$ cat config.mk
export PLATFORM = sky130hd
export DESIGN_NAME = tdcc_timer
export DESIGN_NICKNAME = d
export VERILOG_FILES = /design/src/tdcc_pkg.sv /design/src/tdcc_edge_sync.sv /design/src/tdcc_timer.sv
export SDC_FILE = /design/constraint.sdc
export NUM_CORES = 1
export LEC_CHECK = 0
export BUFFER_PORTS_ARGS = -buffer_cell sky130_fd_sc_hd__buf_2
export CAP_MARGIN = 20
export CORE_ASPECT_RATIO = 0.5
export CORE_MARGIN = 8
export CORE_UTILIZATION = 44
export DETAILED_ROUTE_END_ITERATION = 8
export GPL_TIMING_DRIVEN = 0
export PLACE_DENSITY = 0.65
export SLEW_MARGIN = 40
export SYNTH_ARGS = -nofsm -noshare
export SYNTH_HDL_FRONTEND = slang
export SYNTH_SLANG_ARGS = --single-unit
$ cat constraint.sdc
create_clock -name clk -period 2.7 [get_ports clk]
set_input_delay 0.135 -clock clk [delete_from_list [all_inputs] [get_ports clk]]
set_output_delay 0.135 -clock clk [all_outputs]
set_load 0.03 [all_outputs]
$ cat src/tdcc_pkg.sv
// constants, carriers and helpers for the dual capture/compare timer
package tdcc_pkg;
	localparam int ADDR_W = 4;
	localparam int DATA_W = 16;
	localparam logic [ADDR_W-1:0] IDX_FIRST = 4'h0;
	localparam logic [ADDR_W-1:0] IDX_SECOND = 4'h1;
	localparam logic [ADDR_W-1:0] IDX_COUNTER = 4'h2;
	localparam logic [ADDR_W-1:0] IDX_MODE = 4'h3;
	localparam logic [ADDR_W-1:0] IDX_CTL = 4'h4;
	localparam logic [ADDR_W-1:0] IDX_PRE = 4'h5;
	localparam int CTL_FIRST_SEL = 0;
	localparam int CTL_FIRST_SRC = 1;
	localparam int CTL_SECOND_SEL = 2;
	localparam int CTL_OUT_EN = 3;
	localparam int MODE_OVF = 0;
	localparam int MODE_LO = 2;
	localparam int MODE_OSPT = 4;
	localparam int PRE_CLK_LO = 0;
	localparam int PRE_PRI_LO = 4;
	localparam int PRE_SEC_LO = 6;
	localparam logic [1:0] MODE_STOP = 2'h0;
	localparam logic [1:0] MODE_FREE = 2'h1;
	localparam logic [1:0] MODE_CLR_EDGE = 2'h2;
	localparam logic [1:0] MODE_CLR_MATCH = 2'h3;
	localparam logic [1:0] EDGE_FALL = 2'h0;
	localparam logic [1:0] EDGE_RISE = 2'h1;
	localparam logic [1:0] EDGE_BOTH = 2'h3;
	localparam logic [15:0] VALUE_RESET = 16'h0000;
	localparam logic [15:0] COUNT_MAX = 16'hFFFF;
	localparam logic [15:0] COUNT_ONE = 16'h0001;

	typedef struct packed {
		logic wr;
		logic rd;
		logic [ADDR_W-1:0] addr;
		logic [DATA_W-1:0] wdata;
	} tdcc_bus_t;

	typedef struct packed {
		logic [15:0] cnt;
		logic [15:0] first;
		logic [15:0] second;
		logic [1:0] mode;
		logic ovf;
		logic [3:0] ctl;
		logic [1:0] pri_edge;
		logic [1:0] sec_edge;
		logic [1:0] clk_sel;
		logic [2:0] div;
		logic irq1;
		logic irq2;
		logic tout;
		logic toe;
		logic [15:0] rdata;
	} tdcc_state_t;

	typedef struct packed {
		logic meta;
		logic stable;
		logic prev;
	} tdcc_sync_t;

	// the reserved code 10 selects no edge at all
	function automatic logic tdcc_edge_hit(input logic [1:0] sel, input logic rise,
		input logic fall);
		logic hit;
		hit = 1'b0;
		case (sel)
			EDGE_FALL: hit = fall;
			EDGE_RISE: hit = rise;
			EDGE_BOTH: hit = rise | fall;
			default: hit = 1'b0;
		endcase
		return hit;
	endfunction
endpackage

$ cat src/tdcc_edge_sync.sv
// two-stage pin synchroniser with edge detection
`timescale 1ns/1ps
module tdcc_edge_sync (
	input wire logic clk,
	input wire logic sys_rst,
	input wire logic pin,
	output logic rise,
	output logic fall
);
	tdcc_pkg::tdcc_sync_t st_q;
	tdcc_pkg::tdcc_sync_t st_d;

	always_comb begin
		st_d = st_q;
		st_d.meta = pin;
		st_d.stable = st_q.meta;
		st_d.prev = st_q.stable;
	end

	always_ff @(posedge clk or posedge sys_rst) begin
		if (sys_rst) begin
			st_q <= '0;
		end else begin
			st_q <= st_d;
		end
	end

	// edges compare the second stage with its delayed copy, never the metastable one
	assign rise = st_q.stable & ~st_q.prev;
	assign fall = ~st_q.stable & st_q.prev;
endmodule

$ cat src/tdcc_timer.sv
// 16-bit up-counter with two capture/compare registers and register port
//
// The register addresses and the strobed register port were chosen for this implementation.
`timescale 1ns/1ps
module tdcc_timer (
	input wire logic clk,
	input wire logic sys_rst,
	input wire tdcc_pkg::tdcc_bus_t bus,
	output logic [tdcc_pkg::DATA_W-1:0] rdata,
	input wire logic primary_timer_input,
	input wire logic secondary_timer_input,
	output logic first_match_irq,
	output logic second_match_irq,
	output logic timer_output_pin,
	output logic timer_output_oe
);
	tdcc_pkg::tdcc_state_t st_q;
	tdcc_pkg::tdcc_state_t st_d;

	logic pri_rise;
	logic pri_fall;
	logic sec_rise;
	logic sec_fall;
	logic running;
	logic [2:0] div_mask;
	logic tick;
	logic pri_valid;
	logic sec_valid;
	logic first_cap;
	logic second_cap;
	logic first_is_cap;
	logic second_is_cap;
	logic first_from_pri;
	logic sec_as_input;
	logic ospt_req;
	logic clr_now;
	logic match1;
	logic match2;
	logic wr_first;
	logic wr_second;
	logic wr_mode;
	logic wr_ctl;
	logic wr_pre;

	tdcc_edge_sync u_pri_sync (
		.clk(clk),
		.sys_rst(sys_rst),
		.pin(primary_timer_input),
		.rise(pri_rise),
		.fall(pri_fall)
	);

	tdcc_edge_sync u_sec_sync (
		.clk(clk),
		.sys_rst(sys_rst),
		.pin(secondary_timer_input),
		.rise(sec_rise),
		.fall(sec_fall)
	);

	// register decode
	assign wr_first = bus.wr && (bus.addr == tdcc_pkg::IDX_FIRST);
	assign wr_second = bus.wr && (bus.addr == tdcc_pkg::IDX_SECOND);
	assign wr_mode = bus.wr && (bus.addr == tdcc_pkg::IDX_MODE);
	assign wr_ctl = bus.wr && (bus.addr == tdcc_pkg::IDX_CTL);
	assign wr_pre = bus.wr && (bus.addr == tdcc_pkg::IDX_PRE);

	// count clock: one-cycle enable from a power-of-two divider
	assign running = (st_q.mode != tdcc_pkg::MODE_STOP);
	assign div_mask = 3'((4'h1 << st_q.clk_sel) - 4'h1);
	assign tick = running && ((st_q.div & div_mask) == div_mask);

	// capture/compare role of each register
	assign first_is_cap = st_q.ctl[tdcc_pkg::CTL_FIRST_SEL];
	assign second_is_cap = st_q.ctl[tdcc_pkg::CTL_SECOND_SEL];
	assign first_from_pri = st_q.ctl[tdcc_pkg::CTL_FIRST_SRC];

	// shared pin: secondary input ignored while it drives the timer output
	assign sec_as_input = !st_q.toe;

	// primary valid edge, used for clear mode and second-register capture
	assign pri_valid = tdcc_pkg::tdcc_edge_hit(st_q.pri_edge, pri_rise, pri_fall);
	assign sec_valid = sec_as_input
		&& tdcc_pkg::tdcc_edge_hit(st_q.sec_edge, sec_rise, sec_fall);

	// primary trigger for the first register is the opposite edge, both gives none
	always_comb begin
		first_cap = 1'b0;
		if (first_is_cap) begin
			if (first_from_pri) begin
				if (st_q.pri_edge != tdcc_pkg::EDGE_BOTH) begin
					first_cap = tdcc_pkg::tdcc_edge_hit(st_q.pri_edge, pri_fall, pri_rise);
				end
			end else begin
				first_cap = sec_valid;
			end
		end
	end

	assign second_cap = second_is_cap && pri_valid;

	// one-shot software trigger clears the counter while it runs
	assign ospt_req = wr_mode && bus.wdata[tdcc_pkg::MODE_OSPT];
	assign clr_now = running && (ospt_req
		|| ((st_q.mode == tdcc_pkg::MODE_CLR_EDGE) && pri_valid));

	// equality sampled on the count tick, so a zero value fires on 0 to 1
	assign match1 = tick && (st_q.cnt == st_q.first);
	assign match2 = tick && (st_q.cnt == st_q.second);

	always_comb begin
		st_d = st_q;
		st_d.irq1 = 1'b0;
		st_d.irq2 = 1'b0;
		st_d.rdata = '0;

		// divider restarts whenever the counter stops or ticks
		if (!running || tick) begin
			st_d.div = '0;
		end else begin
			st_d.div = st_q.div + 3'h1;
		end

		// counter
		if (!running) begin
			st_d.cnt = tdcc_pkg::VALUE_RESET;
		end else if (clr_now) begin
			st_d.cnt = tdcc_pkg::VALUE_RESET;
		end else if (tick) begin
			if ((st_q.mode == tdcc_pkg::MODE_CLR_MATCH) && match1) begin
				st_d.cnt = tdcc_pkg::VALUE_RESET;
			end else begin
				st_d.cnt = st_q.cnt + tdcc_pkg::COUNT_ONE;
			end
		end

		// overflow: software write lands first so a wrap in the same cycle wins
		if (wr_mode) begin
			st_d.ovf = bus.wdata[tdcc_pkg::MODE_OVF];
			st_d.mode = bus.wdata[tdcc_pkg::MODE_LO +: 2];
		end
		if (tick && (st_q.cnt == tdcc_pkg::COUNT_MAX)) begin
			st_d.ovf = 1'b1;
		end

		// match requests only in compare role, one cycle each
		st_d.irq1 = match1 && !first_is_cap;
		st_d.irq2 = match2 && !second_is_cap;

		// value registers: a capture beats a same-cycle write
		if (wr_first) begin
			st_d.first = bus.wdata;
		end
		if (first_cap) begin
			st_d.first = st_q.cnt;
		end
		if (wr_second) begin
			st_d.second = bus.wdata;
		end
		if (second_cap) begin
			st_d.second = st_q.cnt;
		end

		if (wr_ctl) begin
			st_d.ctl = bus.wdata[3:0];
		end
		if (wr_pre) begin
			st_d.clk_sel = bus.wdata[tdcc_pkg::PRE_CLK_LO +: 2];
			st_d.pri_edge = bus.wdata[tdcc_pkg::PRE_PRI_LO +: 2];
			st_d.sec_edge = bus.wdata[tdcc_pkg::PRE_SEC_LO +: 2];
		end

		// timer output toggles on any match request, whether or not the pin is an output
		if (!running) begin
			st_d.tout = 1'b0;
		end else if (st_d.irq1 || st_d.irq2) begin
			st_d.tout = !st_q.tout;
		end
		// a register capturing from the secondary pin keeps it off the output
		st_d.toe = st_q.ctl[tdcc_pkg::CTL_OUT_EN]
			&& !(first_is_cap && !first_from_pri);

		// read data shows the pre-capture value if a capture coincides
		if (bus.rd) begin
			case (bus.addr)
				tdcc_pkg::IDX_FIRST: st_d.rdata = st_q.first;
				tdcc_pkg::IDX_SECOND: st_d.rdata = st_q.second;
				tdcc_pkg::IDX_COUNTER: st_d.rdata = st_q.cnt;
				tdcc_pkg::IDX_MODE: begin
					st_d.rdata[tdcc_pkg::MODE_LO +: 2] = st_q.mode;
					st_d.rdata[tdcc_pkg::MODE_OVF] = st_q.ovf;
				end
				tdcc_pkg::IDX_CTL: st_d.rdata[3:0] = st_q.ctl;
				tdcc_pkg::IDX_PRE: begin
					st_d.rdata[tdcc_pkg::PRE_CLK_LO +: 2] = st_q.clk_sel;
					st_d.rdata[tdcc_pkg::PRE_PRI_LO +: 2] = st_q.pri_edge;
					st_d.rdata[tdcc_pkg::PRE_SEC_LO +: 2] = st_q.sec_edge;
				end
				default: st_d.rdata = '0;
			endcase
		end
	end

	always_ff @(posedge clk or posedge sys_rst) begin
		if (sys_rst) begin
			st_q <= '0;
		end else begin
			st_q <= st_d;
		end
	end

	assign rdata = st_q.rdata;
	assign first_match_irq = st_q.irq1;
	assign second_match_irq = st_q.irq2;
	assign timer_output_pin = st_q.tout;
	assign timer_output_oe = st_q.toe;
endmodule

## Yosys cells after proc, flatten, opt, wreduce, memory -nomap -nowiden

Index checks and enable logic that the tools add are counted.

- Register bits: 90
- Input port bits: 26
- Output and inout bits: 20
- Word-level logic and storage cells: 115

- $add $sub $neg: 3
- Equality and inequality tests: 18
- Shift operators: 1
- Mux-type cells: 25
- Bitwise operators: 11
- Reductions and logical operators: 36

Operators by type and width:

| kind | count |
|---|---|
| 2-to-1 mux 16 bit | 9 |
| == test 16 bit | 2 |
| one-hot mux 8 bit (3 select lines) | 1 |
| logical AND 1 bit | 19 |
| adder 16 x 1 -> 16 bit (second input constant) | 1 |
| == test 16 bit (second input constant) | 1 |
| one-hot mux 4 bit (4 select lines) | 1 |
| one-hot mux 2 bit (5 select lines) | 1 |
| one-hot mux 1 bit (3 select lines) | 3 |
| == test 2 bit (second input constant) | 4 |
| == test 4 x 2 -> 1 bit (second input constant) | 2 |
| == test 4 x 3 -> 1 bit (second input constant) | 2 |
| nonzero test 2 bit | 4 |
| zero test 1 bit | 7 |
| 2-to-1 mux 1 bit | 7 |
| one-hot mux 1 bit (6 select lines) | 1 |
| one-hot mux 1 bit (5 select lines) | 1 |
| AND 1 bit | 4 |
| == test 2 x 1 -> 1 bit (second input constant) | 2 |
| == test 4 x 1 -> 1 bit (second input constant) | 1 |
| zero test 2 bit | 2 |
| zero test 4 bit | 1 |
| NOT 1 bit | 4 |
| adder 3 x 1 -> 3 bit (second input constant) | 1 |
| other kinds (10) | 13 |

## Longest topological paths before layout

Gate-level depths: netlist of run 1.

- Depth in word-level cells: 11
- Gate-level depth with buffers: 9
- Mapped depth without buffers: 7

## Modules after synthesis

Synthesis of run 1 repeated with hierarchy kept, for this count alone.

- Cells, all modules: 499
- Area, all modules: 5,042.3 um^2

Modules (own cells, without submodules):

| module | times used | cells each | area an instance (um^2) | sequential area each (um^2) |
|---|---|---|---|---|
| tdcc_timer | 1 | 487 | 4,854.7 | 2,102.0 |
| tdcc_edge_sync | 2 | 6 | 93.8 | 75.1 |

## Least setup slack after synthesis of run 1

OpenSTA, ideal clock, no wires.

- Path type: flip-flop to flip-flop
- Start: register u_pri_sync.st_q (netlist bit u_pri_sync.st_d[0])
- End: register st_q[81] (netlist bit)
- Library setup time: 78 ps
- Arrival time: 2,022 ps
- Data required time: 2,622 ps
- Setup slack: 600 ps
- Cell stages (with the launch flop): 9
- Path buffers: 1
- Period minus slack after synthesis: 2,100 ps
- Cells stage by stage: dfrtp_1 > inv_1 > ha_1 > nand2b_1 > a221o_1 > and3_4 > buf_6 > or4b_1 > a21oi_1

- Longest elaborated chain between the ends: 9
- Elaborated cells between the ends (all ways): 11
- Those cells by class: 1 x eq/ne; 3 x mux; 4 x bitwise; 3 x reduce/logical

RTL lines:

| item | RTL line | text |
|---|---|---|
| start, declared | tdcc_edge_sync.sv:10 | `tdcc_pkg::tdcc_sync_t st_q;` |
| start signal, assigned | tdcc_edge_sync.sv:24 | `st_q <= st_d;` |
| NOT 1 bit | tdcc_edge_sync.sv:30 | `assign fall = ~st_q.stable & st_q.prev;` |
| AND 1 bit | tdcc_edge_sync.sv:30 |  |
| OR 1 bit | tdcc_pkg.sv:71 | `EDGE_BOTH: hit = rise \| fall;` |
| one-hot mux 1 bit (3 select lines) (*) | tdcc_pkg.sv:68 | `case (sel)` |
| logical AND 1 bit (*) | tdcc_timer.sv:105 | `\|\| ((st_q.mode == tdcc_pkg::MODE_CLR_EDGE) && pri_valid));` |
| logical OR 1 bit (*) | tdcc_timer.sv:105 |  |
| logical AND 1 bit (*) | tdcc_timer.sv:104 | `assign clr_now = running && (ospt_req` |
| 2-to-1 mux 16 bit | tdcc_timer.sv:127 | `end else if (clr_now) begin` |
| 2-to-1 mux 16 bit | tdcc_timer.sv:125 | `if (!running) begin` |
| end signal, assigned | tdcc_timer.sv:208 | `st_q <= st_d;` |
| end, declared | tdcc_timer.sv:17 | `tdcc_pkg::tdcc_state_t st_q;` |

Every way passes the cells marked *; elsewhere a longest branch is shown, timed or not.
A chain may end at the register's enable or synchronous reset.

## Worst setup path in the final report of run 1

- Start: register u_sec_sync.st_q (netlist bit u_sec_sync.st_d[0])
- End: register st_q[58] (netlist bit)

- Longest elaborated chain between the ends: 8
- Elaborated cells between the ends (all ways): 10
- Those cells by class: 4 x mux; 4 x bitwise; 2 x reduce/logical

RTL lines:

| item | RTL line | text |
|---|---|---|
| start, declared | tdcc_edge_sync.sv:10 |  |
| start signal, assigned | tdcc_edge_sync.sv:24 |  |
| NOT 1 bit | tdcc_edge_sync.sv:30 |  |
| AND 1 bit | tdcc_edge_sync.sv:30 |  |
| OR 1 bit | tdcc_pkg.sv:71 |  |
| one-hot mux 1 bit (3 select lines) (*) | tdcc_pkg.sv:68 |  |
| logical AND 1 bit (*) | tdcc_timer.sv:84 | `&& tdcc_pkg::tdcc_edge_hit(st_q.sec_edge, sec_rise, sec_fall);` |
| 2-to-1 mux 1 bit (*) | tdcc_timer.sv:90 | `if (first_from_pri) begin` |
| 2-to-1 mux 1 bit (*) | tdcc_timer.sv:89 | `if (first_is_cap) begin` |
| 2-to-1 mux 16 bit or nonzero test 2 bit (tied branches) | -- |  |

Marks and branches as above.

==> results.cfg, run 1 <==
[outcome]
status = finished, final reports clean

[layout]
design_area_um2 = 5810
register_area_um2 = 2250
antenna_cells = 0
drive_above_1_share = 0.228
final_cells = 702
final_util = 0.522
nets = 586
fill_cells = 1014
synthToLayoutAreaGrowth_pct = 14.5
multi_input_area_um2 = 2510

[detailed_routing]
drc = 0
ant_nets = 0
wl_per_cell_um = 19.1
routed-via-count = 3946
drt-vias-per-instance = 5.62
drt-total-wl_mm = 13.4
drtIter0Drc = 368
first_pass_iters = 5

[synth]
syn_nets = 532
syn_avg_cell_area_um2 = 10.1
syn_area_um2 = 5070
async_flop_share = 1.00
ys_types = 50
synth-seq-area-share = 0.444
synth_top_area_share = 0.444
ys.flop_type = dfrtp_1
yosys_warnings = 0
yosys_register_bits = 90
synth_edf_count = 0
postSynthCellCount = 500
synth_top_area_cell = dfrtp_1
synthTopCellsByArea = dfrtp_1 (44%), mux2_2 (8.7%), mux2i_1 (7.9%), xor2_1 (4.3%), a21oi_1 (3.9%)

[job]
drv_cap = 0

[setup_path]
endpoint_kind = flop
regToRegStartpoint = u_sec_sync.st_d[0]$_DFF_PP0_
critPathLaunchType = flop
r2r_setup_slack_ps = 180
cp.required_ps = 2920
r2r-end = st_q[58]$_DFFE_PP0P_
path_class = flop to flop
cp_max_fo = 10
endpoint = st_q[58]$_DFFE_PP0P_
arrival_ps = 2750
startpoint = u_sec_sync.st_d[0]$_DFF_PP0_
ff2ff_path_depth = 7

[cts]
insertion_delay_ps = 340
clock-sinks = 90
tritoncts = done
cts-buffers-inserted = 9
h-tree-depth = 3
cts-root-buf = clkbuf_16
clkTransAtPathRegs_ps = 60
cts_buffer_depth = 2

[hold_path]
hp-class = input port to flop
hold_depth = 3

[sta]
setup_viol = 0
fin_tns_setup_ps = 0
fin_crit_sh = 0.934
min_period_ps = 2520
holdWs_ps = 69.2
max_freq_ghz = 0.396
slew_headroom = 0.452
drv_slew = 0
worstMarginPinSlew_ps = 816
hold_viol = 0
rsz0062_at_grt = no
fin_ws_ps = 177
skew_ps = 6.19

[pwr]
power.density_nw_per_um2 = 814
p_leak_nw = 2.79
power_mw = 4.73
ir_drop_mv = 0.314

[floorplan]
start_util = 0.456
die_x_um = 168
rows = 27
design.core.area_um2 = 11100
die_y_um = 91.9
design.die.area_um2 = 15400
num_io_pins = 46

[grt]
antenna_found_initial = 0
grt_max_degree = 53
grt.overflow.total = 0
grt_pass1_wl_mm = 21.4
track_usage = 0.176
grt_pass1_vias = 3890

[placed_design]
hpwl_mm = 9.80
preCtsSetupSlack_ps = -103
gp_congestion = 0.868
placedCellCount = 689
dpl_cell_area_um2 = 5490
numPortBuffers = 43
## worst max-delay path, cell delays in order (launching register included)
cell	delay, ps
dfrtp_1	400
ha_1	200
mux2i_1	130
o22a_1	180
nor3_1	50
o21ai_1	650
buf_2	420
mux2_2	380
## timing repair
action,in CTS,in global routing
pin swaps,0,1
hold buffers,3,0
gates resized for setup,1,1
buffers inserted,0,0
setup endpoints to repair,10,10
hold endpoints to repair,53,0
## final cells by class
type / count / area share
clock buffers: 12 / 0.0442
well taps: 145 / 0.0312
inverters: 10 / 0.00733
flip-flops and latches: 90 / 0.388
multi-input cells: 347 / 0.432
clock inverters: 2 / 0.00646
plain buffers: 49 / 0.0448
repair buffers: 47 / 0.0457
## registers in the layout, summed over array words and instances (netlist names), 2 cells and up
name             flops
rdata               16
u_sec_sync.st_d      2
st_q                61
u_pri_sync.st_d      2
## Yosys cell counts (3+ instances only)
library cell,count
a21oi_1,40
a2bb2oi_1,3
a31oi_1,3
and2_1,3
buf_2,7
buf_4,16
clkbuf_1,27
dfrtp_1,90
ha_1,6
inv_1,10
mux2_2,39
mux2i_1,40
mux4_2,3
nand2_1,16
nand2b_1,8
nand3_1,14
nand4_1,7
nor2_1,51
nor2b_1,7
nor3_1,5
nor4_1,9
o211ai_1,3
o21ai_0,12
o31ai_1,8
or3_1,5
or4_1,9
xnor2_1,8
xor2_1,25
## cells by family (layout without fill, tap and decap cells)
logic type	count (synthesis)	count (layout)	share of synthesized area
AO/OA/AOI/OAI	81	81	0.0965
XOR/XNOR	33	33	0.0570
adder cells (fa/ha/maj)	6	6	0.0148
buffers and inverters	63	120	0.0617
flip-flops	90	90	0.444
multiplexers	82	82	0.179
AND/OR/NAND/NOR	145	145	0.147
## worst min path at each step
stage	startpoint	endpoint	slack [ps]
6_report	bus[1]	first_from_pri$_DFFE_PP0P_	70
5_1_grt	bus[7]	st_q[26]$_DFFE_PP0P_	80
4_1_cts	bus[1]	first_from_pri$_DFFE_PP0P_	60
3_5_place_dp	sys_rst	st_q[26]$_DFFE_PP0P_	220
3_3_place_gp	primary_timer_input	u_pri_sync.st_d[1]$_DFF_PP0_	240
2_1_floorplan	primary_timer_input	u_pri_sync.st_d[1]$_DFF_PP0_	170
## per-layer routing
metal / up-vias / share of wire / global-route usage
li1: 1864 / - / -
met1: 1941 / 0.49 / 0.256
met2: 129 / 0.43 / 0.253
met3: 12 / 0.067 / 0.0428
met4: 0 / 0.013 / 0.0561
met5: - / 0 / 0
## cell usage in the layout (no fill, tap or decap), types with 9 or more instances in the layout
master | synthesis | routed
nor4_1 | 9 | 9
buf_2 | 7 | 50
o21ai_0 | 12 | 11
dfrtp_1 | 90 | 90
xor2_1 | 25 | 25
a21oi_1 | 40 | 40
inv_1 | 10 | 9
nor2_1 | 51 | 51
clkbuf_16 | 0 | 9
or4_1 | 9 | 9
nand2_1 | 16 | 16
mux2_2 | 39 | 39
mux2i_1 | 40 | 40
buf_4 | 16 | 16
nand3_1 | 14 | 14
clkbuf_1 | 27 | 24
## power breakdown
| group | leakage, nW | total (mW) | internal [mW] | switching [mW] |
|---|---|---|---|---|
| clock | 0.141 | 1.26 | 0.758 | 0.505 |
| sequential | 1.16 | 1.99 | 1.66 | 0.329 |
| combinational | 1.49 | 1.47 | 0.684 | 0.788 |
| total | 2.79 | 4.73 | 3.10 | 1.62 |
Note: power is estimated with default switching activity, not from simulation.
==> run 2: changes to the inputs <==
- PLACE_DENSITY: 0.65 -> unset
- PLACE_DENSITY_LB_ADDON: unset -> 0.08
==> run 2 against run 1 <==
Sequential power is essentially flat. Largest cell class unchanged. Worst hold slack got worse by 15 ps. Clock skew rose by 3.5 ps. Critical path type unchanged. Sequential share of layout area shrank 0.62 points. Fmax grew 5.0%. Critical path depth grew 1. Critical endpoint is now st_q[77]$_DFFE_PP0P_.
==> results.cfg, run 2 (same netlist as run 1, synthesis figures left out) <==
[pwr]
clkPwrFrac = 0.299
p_leak_nw = 2.84
power.density_nw_per_um2 = 846
seq_power_share = 0.398
intPower_mw = 3.31
power_mw = 4.99
switchingPower_mw = 1.69
combinationalPowerShare = 0.302
ir_drop_mv = 0.363
sw_frac_of_total = 0.338

[setup_path]
max_stage_delay_ps = 450
cp_max_fo = 10
r2r_setup_slack_ps = 300
path_class = flop to flop
arrival_ps = 2620
worstPathCellList = clkbuf_1 -> xor2_1 -> nor4_1 -> nand4_1 -> buf_4 -> o21ai_2 -> buf_2 -> a21oi_1
critPathLaunchType = flop
endpoint_kind = flop
cp.required_ps = 2920
crit_slowest_cell = nor4_1

[floorplan]
start_util = 0.456
die_x_um = 168
rows = 27
die_y_um = 91.9
design.die.area_um2 = 15400
design.core.area_um2 = 11100
num_io_pins = 46

[job]
drv_cap = 0

[placed_design]
gp_congestion = 0.914
placedCellCount = 689
preCtsSetupSlack_ps = -13.3
numPortBuffers = 43
dpl_cell_area_um2 = 5500
hpwl_mm = 10.5

[grt]
grt.overflow.total = 0
grt_pass1_vias = 3781
track_usage = 0.186
grt_max_degree = 50
antenna_found_initial = 0
grt_pass1_wl_mm = 22.0

[layout]
drive_above_1_share = 0.232
final_cells = 709
final_cell_mix = dfrtp_1 (90), nor2_1 (51), buf_2 (50), mux2i_1 (40), a21oi_1 (40)
fill_cells = 1017
design_area_um2 = 5900
mostFrequentLayoutCell = dfrtp_1
synthToLayoutAreaGrowth_pct = 16.3
largest_reg_flops = 61
antenna_cells = 0
regMostFlops = st_q
nets = 591
final_util = 0.531

[sta]
max_freq_ghz = 0.416
min_period_ps = 2400
rsz0062_at_grt = no
slew_headroom = 0.453
setup_viol = 0
fin_tns_setup_ps = 0
skew_ps = 9.70
holdWs_ps = 54.4
drv_slew = 0
hold_viol = 0
fin_crit_sh = 0.890
worstMarginPinSlew_ps = 814
fin_ws_ps = 297

[detailed_routing]
drc = 0
routed-via-count = 3906
drt-total-wl_mm = 14.1
first_pass_iters = 5
drt-vias-per-instance = 5.51
wl_per_cell_um = 19.9
drtIter0Drc = 288
ant_nets = 0

[outcome]
status = finished, final reports clean

[hold_path]
hp-class = input port to flop

[cts]
clkTransAtPathRegs_ps = 70
insertion_delay_ps = 350
cts_buffer_depth = 2
cts-buffers-inserted = 9
cts-root-buf = clkbuf_16
h-tree-depth = 3
tritoncts = done
clock-sinks = 90
-- run 2: cell count changes in the layout (fill, tap and decap cells not counted) --
cell       previous run  this run
buf_12                1         0
bufinv_16             1         3
clkbuf_1             24        28
o21ai_2               1         2
buf_4                16        17
buf_16                0         1
o21ai_1               1         0
-- run 2: worst paths after layout --
path / startpoint / end / cells past startpoint
worst max-delay path: st_q[82]$_DFFE_PP0P_ / st_q[77]$_DFFE_PP0P_ / 8
worst min-delay path: bus[1] / first_from_pri$_DFFE_PP0P_ / 3
worst max register to register: st_q[82]$_DFFE_PP0P_ / st_q[77]$_DFFE_PP0P_ / 8
worst min register to register: u_pri_sync.st_d[1]$_DFF_PP0_ / u_pri_sync.st_d[0]$_DFF_PP0_ / 0
max in group asynchronous: sys_rst / st_q[36]$_DFFE_PP0P_ / 4
min in group asynchronous: sys_rst / rdata[9]$_DFF_PP0_ / 3
-- run 2: final cells by class --
| cell class | count | area, µm² | area share |
|---|---|---|---|
| flip-flops and latches | 90 | 2250 | 0.382 |
| well taps | 145 | 181 | 0.0307 |
| clock buffers | 12 | 256 | 0.0435 |
| inverters | 10 | 42.5 | 0.00721 |
| plain buffers | 53 | 275 | 0.0466 |
| multi-input cells | 347 | 2510 | 0.426 |
| clock inverters | 4 | 97.6 | 0.0165 |
| repair buffers | 48 | 280 | 0.0475 |
-- run 2: critical path: cells and delay by family (launching register included) --
family                 cells  cell delay, ps
AND/OR/NAND/NOR            2             600
AO/OA/AOI/OAI              2             300
flip-flops                 1             320
XOR/XNOR                   1             190
buffers and inverters      3             850
-- run 2: layer usage --
layer	GRT usage	vias to the layer above	wire length, µm
li1	-	1870	-
met3	0.0487	15	920
met2	0.251	105	5570
met1	0.286	1916	7450
met4	0.0391	0	144
met5	0	-	0
-- run 2: power by group through the flow --
stage	Combinational [mW]	Sequential (mW)	Clock (mW)
after CTS	1.49	1.98	1.51
after global placement	1.46	1.99	0
after detailed placement	1.48	2.00	0
final	1.51	1.99	1.49
after global routing	1.67	2.03	1.56
after floorplan	1.11	1.91	0
-- run 2: repair_timing --
action | in CTS | in global routing
setup endpoints to repair | 10 | 10
setup buffers | 0 | 1
resized for setup | 1 | 1
pin swaps | 0 | 1
hold endpoints to repair | 43 | 0
hold buffers | 3 | 0
==> run 3: changes to the inputs <==
- CORE_MARGIN: 8 -> 2
==> run 3 against run 2 <==
Critical path depth decreased by 1. Die area decreased by 19%. Cell count decreased by 0.42%. Design area decreased by 1.8%. Clock skew about the same. Clock-buffer cell count unchanged. Via count increased by 0.59%. Core utilization decreased by 0.96 points. Critical endpoint unchanged. Routed wire length decreased by 1.6%. Largest cell class unchanged. Global-route usage increased by 5.3 points.
==> results.cfg, run 3 (same netlist as run 1, synthesis figures left out) <==
[sta]
skew_ps = 9.28
min_period_ps = 2590
rsz0062_at_grt = no
fin_ws_ps = 109
drv_slew = 0
hold_viol = 0
setup_viol = 0
worstMarginPinSlew_ps = 768
slew_headroom = 0.488
max_freq_ghz = 0.386
fin_crit_sh = 0.960

[setup_path]
arrival_ps = 2810
endpoint_kind = flop
r2r_setup_slack_ps = 110
critPathLaunchType = flop
cp.required_ps = 2920
ff2ff_path_depth = 7
regToRegStartpoint = st_q[82]$_DFFE_PP0P_
r2r-end = st_q[77]$_DFFE_PP0P_
cp_max_fo = 10
path_class = flop to flop

[cts]
insertion_delay_ps = 350
h-tree-depth = 3
cts_buffer_depth = 2
clkTransAtPathRegs_ps = 70
clock-sinks = 90
cts-root-buf = clkbuf_16
post-cts-setup-buffers = 0
tritoncts = done
cts-buffers-inserted = 9

[layout]
regMostFlops = st_q
largest_reg_flops = 61
nets = 588
antenna_cells = 0
mostFrequentLayoutCell = dfrtp_1
synthToLayoutAreaGrowth_pct = 14.2
drive_above_1_share = 0.228
final_cell_mix = dfrtp_1 (90), nor2_1 (51), buf_2 (50), mux2i_1 (40), a21oi_1 (40)
final_cells = 706

[hold_path]
hp-class = input port to flop
hold_path_startpoint = bus[1]
whs_endpoint = first_from_pri$_DFFE_PP0P_
hold_depth = 3

[detailed_routing]
drtIter0Drc = 277
drt-vias-per-instance = 5.57
routed-via-count = 3929
ant_nets = 0
drc = 0
wl_per_cell_um = 19.6
drt-total-wl_mm = 13.9
first_pass_iters = 5

[grt]
grt_pass1_wl_mm = 21.8
antenna_found_initial = 0
grt_pass1_vias = 3812
grt_max_degree = 57
grt.overflow.total = 0
track_usage = 0.239

[floorplan]
design.die.area_um2 = 12500
die_y_um = 79.9
design.core.area_um2 = 11100
num_io_pins = 46
start_util = 0.456
rows = 27
die_x_um = 156

[pwr]
power.density_nw_per_um2 = 810
p_leak_nw = 2.78
ir_drop_mv = 0.277

[job]
drv_cap = 0

[placed_design]
hpwl_mm = 10.2
preCtsSetupSlack_ps = -12.3
gp_congestion = 0.954
numPortBuffers = 43
placedCellCount = 689

[outcome]
status = finished, final reports clean
run 3: cell count changes in the layout (fill, tap and decap cells not counted), sizes merged:
cell	delta
buf	-1
clkbuf	-2
bufinv	-3
clkinv	+1
clkinvlp	+2
run 3: worst max-delay path, stage by stage (launching register included):
cell      delay, ps
dfrtp_1         320
clkbuf_1        390
xor2_1          180
nor4_1          420
nand4_1         370
o21ai_1         410
buf_2           300
a21oi_1          70
run 3: how the worst max path moves through the flow:
stage | start | end | depth (start not counted)
floorplan | sys_rst | first_from_pri$_DFFE_PP0P_ | 1
global placement | sys_rst | st_q[69]$_DFFE_PP0P_ | 2
detailed placement | st_q[82]$_DFFE_PP0P_ | st_q[75]$_DFFE_PP0P_ | 7
CTS | u_sec_sync.st_d[0]$_DFF_PP0_ | st_q[53]$_DFFE_PP0P_ | 8
global route | st_q[82]$_DFFE_PP0P_ | st_q[77]$_DFFE_PP0P_ | 7
finish | st_q[82]$_DFFE_PP0P_ | st_q[77]$_DFFE_PP0P_ | 7
run 3: timing repair:
action | in CTS | in global routing
resized for setup | 1 | 0
endpoints found under the setup margin | 10 | 10
hold endpoints to repair | 57 | 0
hold buffers | 3 | 0
run 3: per-stage QoR:
stage	power [mW]	cell area, µm²	hold WS (ps)	util	setup TNS, ps
6_report	4.69	5790	48.0	0.521	0
3_3_place_gp	3.45	5470	250	0.492	-88050
2_1_floorplan	3.02	5070	166	-	0
5_1_grt	4.96	5790	77.3	0.521	0
4_1_cts	4.68	5800	36.3	0.522	0
3_5_place_dp	3.49	5490	232	0.494	-21.8
run 3: per-layer routing:
layer	GRT usage	vias to the layer above	part of all wire
li1	-	1867	-
met4	0.0495	0	0.0084
met1	0.370	1919	0.52
met3	0.0706	14	0.078
met5	0	-	0
met2	0.324	129	0.39
run 3: power by group:
part	internal, mW	leakage, nW	total (mW)	switching, mW
Clock	0.649	0.125	1.19	0.539
Sequential	1.66	1.16	1.99	0.334
Combinational	0.685	1.49	1.51	0.824
run 3: layout make-up:
| type | instances | area, µm² |
|---|---|---|
| fill | 1038 | 5320 |
| multi-input combinational | 347 | 2510 |
| sequential | 90 | 2250 |
| buffer | 51 | 268 |
| timing repair buffer | 47 | 265 |
| clock buffer | 12 | 246 |
| tap | 145 | 181 |
| inverter | 10 | 42.5 |
| clock inverter | 4 | 27.5 |
